<file path="src/hdl/pmi_params.svh">
/*
 Constants for the two-wire register target: address, register count, timing.
 Assumes inclusion by the package and design file only.
*/
`ifndef PMI_PARAMS_SVH
`define PMI_PARAMS_SVH
`define PMI_TARGET_ADDR 7'h08
`define PMI_GENERAL_CALL 7'h00
`define PMI_CLK_HZ 25000000
`define PMI_MAX_BIT_RATE 400000
`define PMI_MIN_CLK_PER_BIT (`PMI_CLK_HZ / `PMI_MAX_BIT_RATE)
`define PMI_REG_COUNT 256
`endif

</file>
<file path="src/hdl/pmi_pkg.sv">
/*
 Types for the two-wire register target.
 Assumes the params header is on the include path.
*/
`include "pmi_params.svh"
package pmi_pkg;
   typedef enum logic [2:0] {
      st_idle,
      st_addr,
      st_reg,
      st_data,
      st_read,
      st_read_ack,
      st_ignore
   } pmi_state_type;
   typedef logic [7:0] pmi_byte_type;
endpackage

</file>
<file path="src/hdl/pmi_target.sv">
/*
 Two-wire bus target giving a controller access to the device register set.
 Assumes bus clock and data arrive asynchronously; the bench resolves the open-drain wire.
*/
`timescale 1ns/1ps
`include "pmi_params.svh"
module pmi_target #(
   parameter int REG_COUNT = `PMI_REG_COUNT
) (
   input wire logic clk,
   input wire logic reset_n,
   input wire logic scl_in,
   input wire logic sda_in,
   output logic sda_out,
   output logic sda_oe_n,
   output logic scl_out,
   output logic scl_oe_n,
   output logic busy,
   output logic [7:0] wr_index,
   output logic [7:0] wr_data,
   output logic wr_strobe
);
   import pmi_pkg::*;

   logic [7:0] regs [0:REG_COUNT-1];
   logic scl_meta, scl_sync, scl_prev;
   logic sda_meta, sda_sync, sda_prev;
   logic scl_rise, scl_fall, start_seen, stop_seen;
   pmi_state_type state;
   logic [7:0] shift;
   logic [3:0] bit_cnt;
   logic [7:0] reg_ptr;
   logic rw;
   logic ack_phase;
   logic ack_drive;
   logic tx_bit;
   logic [7:0] tx_byte;

   // two-flop synchronisers; first flops read by nothing else
   always_ff @(posedge clk) begin
      if (!reset_n) begin
         scl_meta <= 1'b1;
         scl_sync <= 1'b1;
         sda_meta <= 1'b1;
         sda_sync <= 1'b1;
      end else begin
         scl_meta <= scl_in;
         scl_sync <= scl_meta;
         sda_meta <= sda_in;
         sda_sync <= sda_meta;
      end
   end

   always_ff @(posedge clk) begin
      if (!reset_n) begin
         scl_prev <= 1'b1;
         sda_prev <= 1'b1;
      end else begin
         scl_prev <= scl_sync;
         sda_prev <= sda_sync;
      end
   end

   // 25 MHz gives over 60 samples per 400 kbit/s bit, so edge sampling holds
   assign scl_rise = scl_sync && !scl_prev;
   assign scl_fall = !scl_sync && scl_prev;
   assign start_seen = scl_sync && scl_prev && sda_prev && !sda_sync;
   assign stop_seen = scl_sync && scl_prev && !sda_prev && sda_sync;

   // target only: clock line is never pulled, no stretching
   always_ff @(posedge clk) begin
      if (!reset_n) begin
         scl_out <= 1'b0;
         scl_oe_n <= 1'b1;
      end else begin
         scl_out <= 1'b0;
         scl_oe_n <= 1'b1;
      end
   end

   // address decode: seven-bit compare only, general call never matches
   function automatic logic addr_match(input logic [7:0] b);
      return (b[7:1] == `PMI_TARGET_ADDR) && (b[7:1] != `PMI_GENERAL_CALL);
   endfunction

   // states that take a byte in from the controller
   function automatic logic is_rx(input pmi_state_type s);
      return (s == st_addr) || (s == st_reg) || (s == st_data);
   endfunction

   // states in which the data line is left alone
   function automatic logic is_parked(input pmi_state_type s);
      return (s == st_idle) || (s == st_ignore);
   endfunction

   logic quiet;
   logic rx_bit;
   logic byte_done;
   logic ack_end;
   logic rd_load;
   logic rd_fall;

   // start and stop win over every bit event of the same cycle
   assign quiet = !stop_seen && !start_seen;
   assign rx_bit = quiet && is_rx(state) && scl_rise && !ack_phase;
   assign byte_done = quiet && is_rx(state) && scl_fall && !ack_phase && (bit_cnt == 4'h8);
   assign ack_end = quiet && is_rx(state) && scl_fall && ack_phase;
   assign rd_load = ack_end && (state == st_addr) && rw;
   assign rd_fall = quiet && (state == st_read) && scl_fall;

   // protocol state
   always_ff @(posedge clk) begin
      if (!reset_n) begin
         state <= st_idle;
      end else if (stop_seen) begin
         state <= st_idle;
      end else if (start_seen) begin
         // a repeated start keeps reg_ptr for the read phase
         state <= st_addr;
      end else begin
         case (state)
            st_idle: begin
               state <= st_idle;
            end
            st_ignore: begin
               state <= st_ignore;
            end
            st_addr: begin
               if (byte_done && !addr_match(shift)) begin
                  state <= st_ignore;
               end else if (ack_end) begin
                  state <= rw ? st_read : st_reg;
               end
            end
            st_reg: begin
               if (ack_end) begin
                  state <= st_data;
               end
            end
            st_data: begin
               // no auto-increment: further bytes are not acknowledged
               if (ack_end) begin
                  state <= st_ignore;
               end
            end
            st_read: begin
               if (rd_fall && (bit_cnt == 4'h8)) begin
                  state <= st_read_ack;
               end
            end
            st_read_ack: begin
               // one byte only; any answer ends our part, stop expected
               if (scl_rise) begin
                  state <= st_ignore;
               end
            end
            default: begin
               state <= st_idle;
            end
         endcase
      end
   end

   // bit counter, shared by receive and send
   always_ff @(posedge clk) begin
      if (!reset_n) begin
         bit_cnt <= 4'h0;
      end else if (start_seen && !stop_seen) begin
         bit_cnt <= 4'h0;
      end else if (byte_done) begin
         bit_cnt <= 4'h0;
      end else if (rx_bit) begin
         bit_cnt <= bit_cnt + 4'h1;
      end else if (rd_load) begin
         // first read bit is placed by the load itself
         bit_cnt <= 4'h1;
      end else if (rd_fall && (bit_cnt != 4'h8)) begin
         bit_cnt <= bit_cnt + 4'h1;
      end
   end

   // receive shifter, sampled on clock rise
   always_ff @(posedge clk) begin
      if (!reset_n) begin
         shift <= 8'h00;
      end else if (rx_bit) begin
         shift <= {shift[6:0], sda_sync};
      end
   end

   always_ff @(posedge clk) begin
      if (!reset_n) begin
         ack_phase <= 1'b0;
      end else if (!quiet) begin
         ack_phase <= 1'b0;
      end else if (byte_done) begin
         ack_phase <= 1'b1;
      end else if (ack_end) begin
         ack_phase <= 1'b0;
      end
   end

   // acknowledge drive for the ninth clock
   always_ff @(posedge clk) begin
      if (!reset_n) begin
         ack_drive <= 1'b0;
      end else if (!quiet) begin
         ack_drive <= 1'b0;
      end else if (byte_done) begin
         if ((state != st_addr) || addr_match(shift)) begin
            ack_drive <= 1'b1;
         end
      end else if (ack_end) begin
         ack_drive <= 1'b0;
      end else if (is_parked(state)) begin
         ack_drive <= 1'b0;
      end
   end

   always_ff @(posedge clk) begin
      if (!reset_n) begin
         rw <= 1'b0;
         reg_ptr <= 8'h00;
      end else if (byte_done && (state == st_addr) && addr_match(shift)) begin
         rw <= shift[0];
      end else if (byte_done && (state == st_reg)) begin
         reg_ptr <= shift;
      end
   end

   // send path: bit changes only while the clock is low
   always_ff @(posedge clk) begin
      if (!reset_n) begin
         tx_bit <= 1'b1;
         tx_byte <= 8'h00;
      end else if (!quiet) begin
         tx_bit <= 1'b1;
      end else if (rd_load) begin
         tx_byte <= regs[reg_ptr];
         tx_bit <= regs[reg_ptr][7];
      end else if (rd_fall) begin
         if (bit_cnt == 4'h8) begin
            tx_bit <= 1'b1; // release for controller ack slot
         end else begin
            tx_bit <= tx_byte[3'(7 - bit_cnt)];
         end
      end else if (is_parked(state)) begin
         tx_bit <= 1'b1;
      end
   end

   // register array is not reset: a read before any write returns unknown
   always_ff @(posedge clk) begin
      if (reset_n && byte_done && (state == st_data)) begin
         regs[reg_ptr] <= shift;
      end
   end

   // single data byte: write shown on the ports at the data byte's end
   always_ff @(posedge clk) begin
      if (!reset_n) begin
         wr_strobe <= 1'b0;
         wr_index <= 8'h00;
         wr_data <= 8'h00;
      end else begin
         wr_strobe <= byte_done && (state == st_data);
         if (byte_done && (state == st_data)) begin
            wr_index <= reg_ptr;
            wr_data <= shift;
         end
      end
   end

   // data line: open drain, oe_n low while pulling low
   always_ff @(posedge clk) begin
      if (!reset_n) begin
         sda_out <= 1'b0;
         sda_oe_n <= 1'b1;
      end else begin
         sda_out <= 1'b0;
         sda_oe_n <= !(ack_drive || (state == st_read && !tx_bit));
      end
   end

   always_ff @(posedge clk) begin
      if (!reset_n) begin
         busy <= 1'b0;
      end else begin
         busy <= (state != st_idle) && (state != st_ignore);
      end
   end

endmodule // pmi_target

</file>
<file path="config.mk">
export PLATFORM = sky130hd
export DESIGN_NAME = pmi_target
export DESIGN_NICKNAME = d
export VERILOG_FILES = /design/src/hdl/pmi_pkg.sv /design/src/hdl/pmi_target.sv
export VERILOG_INCLUDE_DIRS = /design/src /design/src/hdl
export SDC_FILE = /design/constraint.sdc
export NUM_CORES = 2
export LEC_CHECK = 0
export ABC_CLOCK_PERIOD_IN_PS = 7780
export BUFFER_PORTS_ARGS = -buffer_cell sky130_fd_sc_hd__buf_2
export CELL_PAD_IN_SITES_DETAIL_PLACEMENT = 1
export CELL_PAD_IN_SITES_GLOBAL_PLACEMENT = 1
export CORE_AREA = 2 2 456 458
export DETAILED_ROUTE_END_ITERATION = 10
export DIE_AREA = 0 0 458 460
export PLACE_DENSITY = 0.71
export SYNTH_ARGS = -nofsm -noshare
export SYNTH_HDL_FRONTEND = slang
export SYNTH_SLANG_ARGS = --single-unit
</file>
<file path="constraint.sdc">
create_clock -name clk -period 7.78 [get_ports clk]
set_input_delay 0.389 -clock clk [delete_from_list [all_inputs] [get_ports clk]]
set_output_delay 0.389 -clock clk [all_outputs]
set_load 0.03 [all_outputs]
</file>
# After elaboration in Yosys (flattened, before gate mapping)

Memories as Yosys holds them, arrays and structs flattened. A register that Yosys moved wholly into a read port is not among the register bits.
Index checks and enable logic that the tools add are counted.

Flip-flop bits (word level): 60
Bits in latches: 0
RAM bits: 2,048
Memory bits (read-only): 0
Input bits: 4
Word-level logic and storage cells: 140
Memories: 1

Add/subtract/negate cells: 2
Multipliers: 0
Div/mod/pow operators: 0
$lt $le $gt $ge: 1
Equality and inequality tests: 22
Shift operators: 0
Mux-type cells: 28
Bitwise operators: 2
Reductions and logical operators: 63

Memories:

| memory | words | width | rd ports | clocked after Yosys merged registers in | write ports | line             | source |
|---|---|---|---|---|---|---|---|
| regs   | 256   | 8     | 1        | 1                                       | 1           | pmi_target.sv:25 | `logic [7:0] regs [0:REG_COUNT-1];` |

Operators by type and width:

| kind                  | count |
|---|---|
| $logic_and A1 B1 Y1   | 32 |
| $mux W3               | 7 |
| $ne A3 B3 Y1 const B  | 6 |
| $pmux W3 S6           | 1 |
| $mux W8               | 2 |
| $mux W1               | 14 |
| $mux W4               | 3 |
| $reduce_bool A3 Y1    | 4 |
| $logic_not A1 Y1      | 10 |
| $reduce_and A5 Y1     | 2 |
| $eq A3 B3 Y1 const B  | 3 |
| $ne A2 B2 Y1 const B  | 4 |
| $ne A4 B4 Y1 const B  | 2 |
| $reduce_and A2 Y1     | 4 |
| $eq A7 B4 Y1 const B  | 1 |
| $reduce_bool A7 Y1    | 1 |
| $eq A3 B2 Y1 const B  | 2 |
| $reduce_or A3 Y1      | 2 |
| $logic_or A1 B1 Y1    | 5 |
| $add A4 B1 Y4 const B | 1 |
| $eq A4 B4 Y1 const B  | 1 |
| $lt A3 B4 Y1 const B  | 1 |
| $bmux W1 S3           | 1 |
| $eq A3 B1 Y1 const B  | 1 |
| other kinds (7)       | 8 |

# Longest topological paths before layout

Depth after elaboration: 15
Mapped depth: 12
Mapped depth without buffers: 10

# Least setup slack after synthesis

OpenSTA, ideal clock, no wires.

Path type: register -> register
From: register shift[4]
To: register state[0]
Setup time: 0.120 ns
Arrival: 5.338 ns
Data required time: 7.660 ns
Slack: 2.321 ns
Cell stages (with the launch flop): 9
Period minus slack after synthesis: 5.459 ns
Cells stage by stage: dfxtp_1 > or4b_2 > nor4_1 > o21ai_0 > a211oi_1 > nor4_1 > a21oi_1 > a21oi_1 > o21bai_1

Word-level cells in the longest chain between the ends: 7
Elaborated cells between the ends (all ways): 10

Ends and longest elaborated chain:

| element                                                                    | line              | source |
|---|---|---|
| start: declaration                                                         | pmi_target.sv:30  | `logic [7:0] shift;` |
| start signal: assignment                                                   | pmi_target.sv:187 | `shift <= {shift[6:0], sda_sync};` |
| $eq A7 B4 Y1 (no source line) / $reduce_bool A7 Y1 (equally long branches) | --                |  |
| $logic_and A1 B1 Y1 *                                                      | pmi_target.sv:83  | `` return (b[7:1] == `PMI_TARGET_ADDR) && (b[7:1] != `PMI_GENERAL_CALL); `` |
| $logic_not A1 Y1 *                                                         | pmi_target.sv:129 | `if (byte_done && !addr_match(shift)) begin` |
| $logic_and A1 B1 Y1 *                                                      | pmi_target.sv:129 |  |
| $mux W3                                                                    | pmi_target.sv:129 |  |
| $pmux W3 S6                                                                | pmi_target.sv:121 | `case (state)` |
| $mux W1                                                                    | pmi_target.sv:117 | `end else if (start_seen) begin` |
| end signal: assignment                                                     | pmi_target.sv:119 | `state <= st_addr;` |
| end signal: assignment                                                     | pmi_target.sv:123 | `state <= st_idle;` |
| end signal: assignment                                                     | pmi_target.sv:130 | `state <= st_ignore;` |
| end: declaration                                                           | pmi_target.sv:29  | `pmi_state_type state;` |

Every way passes the cells marked *; elsewhere a longest branch is shown, timed or not.
A chain may end at the register's enable or synchronous reset.

# Worst setup path in the final report

From: register state[0]
To: memory regs[95][4], enable pin

Word-level cells in the longest chain between the ends: 11
Elaborated cells between the ends (all ways): 13

Ends and longest elaborated chain:

| element                                             | line              | source |
|---|---|---|
| start signal: assignment                            | pmi_target.sv:114 | `state <= st_idle;` |
| start signal: assignment                            | pmi_target.sv:116 | `state <= st_idle;` |
| start signal: assignment                            | pmi_target.sv:119 |  |
| $eq A3 B1 Y1 / $eq A3 B2 Y1 (equally long branches) | pmi_target.sv:88  | `return (s == st_addr) \|\| (s == st_reg) \|\| (s == st_data);` |
| $logic_or A1 B1 Y1 (2 in a row)                     | pmi_target.sv:88  |  |
| $logic_and A1 B1 Y1 (4 in a row)                    | pmi_target.sv:106 | `assign byte_done = quiet && is_rx(state) && scl_fall && !ack_phase && (bit_cnt == 4'h8);` |
| $logic_and A1 B1 Y1                                 | pmi_target.sv:254 | `if (reset_n && byte_done && (state == st_data)) begin` |
| $logic_and A1 B1 Y1 *                               | pmi_target.sv:254 |  |
| $mux W1 *                                           | pmi_target.sv:254 |  |
| $mux W1 (not written as such) *                     | pmi_target.sv:255 | `regs[reg_ptr] <= shift;` |
| end: declaration                                    | pmi_target.sv:25  |  |

Marked as above.

==> out/metrics.csv <==
metric,value,unit
outcome,"finished, final reports clean",
synth_cell_types,70,
overflow,0,
worstReg2RegStart,state[0],
via_count,39300,
grt_pass1_wl,308,mm
slew_headroom,18.1,%
p_total,0.0224,W
cts_tree,yes,
drt-initial-drc-count,4765,
synth-edff-count,2048,
chipWidth,458,um
cts_made_buffers,207,
min-delay-start,reset_n,
ys_ff_latch,2116,
clock_path_buffers,3,
ioPinCount,26,
place_congestion,0.857,
r2r_end,regs[95][4],
cp.required,8.23,ns
p_per_area,244,nW/um2
totalWireLength,213,mm
clock_skew,0.0273,ns
start_kind,register,
grt_setup_unrepaired,false,
synth_area,81900,um2
synthTopCellsByCount,"edfxtp_1 (2048), mux4_2 (615), nor2_1 (285)",
grt_usage,20.3,%
syn2layout_area_growth,12.2,%
fill_cells,18700,
max_stage_delay,0.68,ns
setup_viol,0,
worstPathCellList,"o21bai_1, or4_1, nor2_4, nand2_1, inv_1, and3_1, nand3_1, buf_4, nor2_1",
drv_slew,0,
die_h,460,um
antenna_found_initial,5,
clk_latency,0.85,ns
r2r_slack,2.83,ns
crit_fanout,17,
async_reset_ff_share,0,%
hold-path-endpoint,scl_meta,
vias_per_cell,5.92,
finalNetCount,3763,
cp_slowest_cell,nor2_1,
crit_path_end_kind,register,
ys_seq_area_share,76.8,%
yosys_warnings,0,
whs_path_depth,3,
multi_input_area,17900,um2
min_path_type,input pin to register,
drtPass1Iterations,5,
io_buffers,22,
max_cap_violations,0,
worst-path-buf-inv,2,
clock.fmax,202,MHz
cts_root_buf,clkbuf_16,
synthTopCellsByArea,"edfxtp_1 (75%), mux4_2 (17%), dfxtp_1 (1.7%)",
h-tree-depth,4,
die_area,211000,um2
core_area,206000,um2
critical-path-top-delay-family,simple AND/OR/NAND/NOR gates,
vdd_ir_drop_max,0.195,mV
final.setup.tns,0,ns
p_leak,27.6,nW
crit_type,register to register,
period_share,63.7,%
yosysTopAreaCell,edfxtp_1,
num_rows,167,
ant_nets,0,
start_util,39.7,%
synth_most_common_cell,edfxtp_1,
reg2reg_depth,9,
drive_above_1_share,26.8,%
synthFlopType,edfxtp_1,
layout.area.seq,62900,um2
syn_avg_cell_area,22.3,um2
hold_viol,0,
tightest_slew,1.23,ns
grt_max_degree,163,
postSynthCellCount,3667,
first_global_vias,40400,
dpl.hpwl,127,mm
cts.sinks,2116,
arrival,5.41,ns
drc,0,
postCtsSetupRepairBufs,0,
diodes,0,
path_clk_slew,0.06,ns
wl_per_cell,32.1,um
synth_top_area_share,75.1,%
finalCriticalPeriod,4.95,ns
through the flow:
step                setup slack [ns]  std cells  hold WS [ns]  utilization [%]  instance area, um2
finish                          2.83       6638        0.0721             44.6               91800
global route                    2.63       6638        0.0737             44.6               91800
CTS                             2.83       6638        0.0270             44.6               91800
detailed placement              2.91       6250         0.418             41.3               85000
global placement                3.11       6250         0.418             41.3               85000
floorplan                       2.32       3668         0.386                -               81900
power by group:
part,internal (W),total [W],switching (W)
sequential,0.0123,0.0123,0.00000592
clock,0.00567,0.0101,0.00440
combinational,0.0000101,0.0000321,0.0000220
layer usage:
layer / wire (um) / share of wire [%] / track usage (%)
met5: 30 / 0.014 / 0
met4: 5720 / 2.7 / 5.74
met1: 88100 / 41 / 28.9
met3: 16400 / 7.7 / 3.42
met2: 103000 / 48 / 32.3
logic make-up (layout without fill, tap and decap cells):
| kind of cell | Yosys count | in the layout | share of synthesized area, % |
|---|---|---|---|
| flip-flops | 2116 | 2116 | 76.8 |
| multiplexers | 684 | 684 | 17.8 |
| AND/OR/NAND/NOR | 484 | 484 | 2.63 |
| buffers and inverters | 227 | 493 | 1.42 |
| AO/OA/AOI/OAI | 147 | 147 | 1.30 |
| XOR/XNOR | 5 | 5 | 0.0535 |
| adder cells (fa/ha/maj) | 2 | 2 | 0.0306 |
| other | 2 | 3 | 0.00917 |
final cells by class:
type | instances | area share (%)
flip-flops and latches | 2116 | 68.5
multi-input cells | 1325 | 19.5
well taps | 2704 | 3.68
clock inverters | 124 | 1.43
inverters | 14 | 0.0572
clock buffers | 262 | 5.99
repair buffers | 93 | 0.897
state kept, by name (all words and copies together), names as in the netlist, 3 cells and up, named ones only:
| signal | cells |
|---|---|
| state | 3 |
| reg_ptr | 8 |
| wr_data | 8 |
| tx_byte | 8 |
| bit_cnt | 4 |
| shift | 8 |
| regs | 2048 |
| wr_index | 8 |
worst min-delay path, stage by stage:
cell	delay [ns]
buf_2	0.10
buf_4	0.24
nand2b_1	0.12
cell usage in the layout (no fill, tap or decap), types with 5 or more instances in the layout:
master,Yosys,final
nor2b_1,32,32
a22oi_1,10,10
nand2b_1,9,9
a21boi_0,18,18
o22ai_1,10,10
nand2_1,72,68
nand3_1,22,22
or3_1,8,8
clkbuf_8,0,11
mux4_2,615,615
nand3b_1,5,5
mux2i_1,60,60
dfxtp_4,0,12
buf_12,0,14
clkinv_1,0,29
buf_2,46,22
o21ai_0,12,12
clkinvlp_4,0,13
nor3_1,14,14
nor4_1,6,6
nor2_1,285,285
bufinv_16,0,19
clkinv_2,0,48
edfxtp_1,2048,2048
clkbuf_16,0,207
dfxtp_1,68,55
a21oi_1,21,21
buf_4,34,55
clkbuf_1,93,44
mux2_2,9,9
a22o_1,19,19
a221oi_1,14,14
inv_1,13,13
a211oi_1,5,5
worst max-delay path by stage:
stage	startpoint	depth (start not counted)	end	slack (ns)
2_1_floorplan	shift[4]	8	state[0]	2.32
3_3_place_gp	bit_cnt[0]	11	regs[95][1]	3.11
3_5_place_dp	state[0]	9	regs[95][0]	2.91
4_1_cts	state[0]	9	regs[95][4]	2.83
5_1_grt	state[0]	9	regs[95][1]	2.63
6_report	state[0]	9	regs[95][4]	2.83
what timing repair did:
| action | CTS | global route |
|---|---|---|
| hold buffers | 2 | 0 |
| setup endpoints to repair | 0 | 0 |
| hold endpoints to repair | 2 | 0 |
| gates resized for setup | 0 | 0 |
No activity file was read; power rests on OpenSTA's default activity.
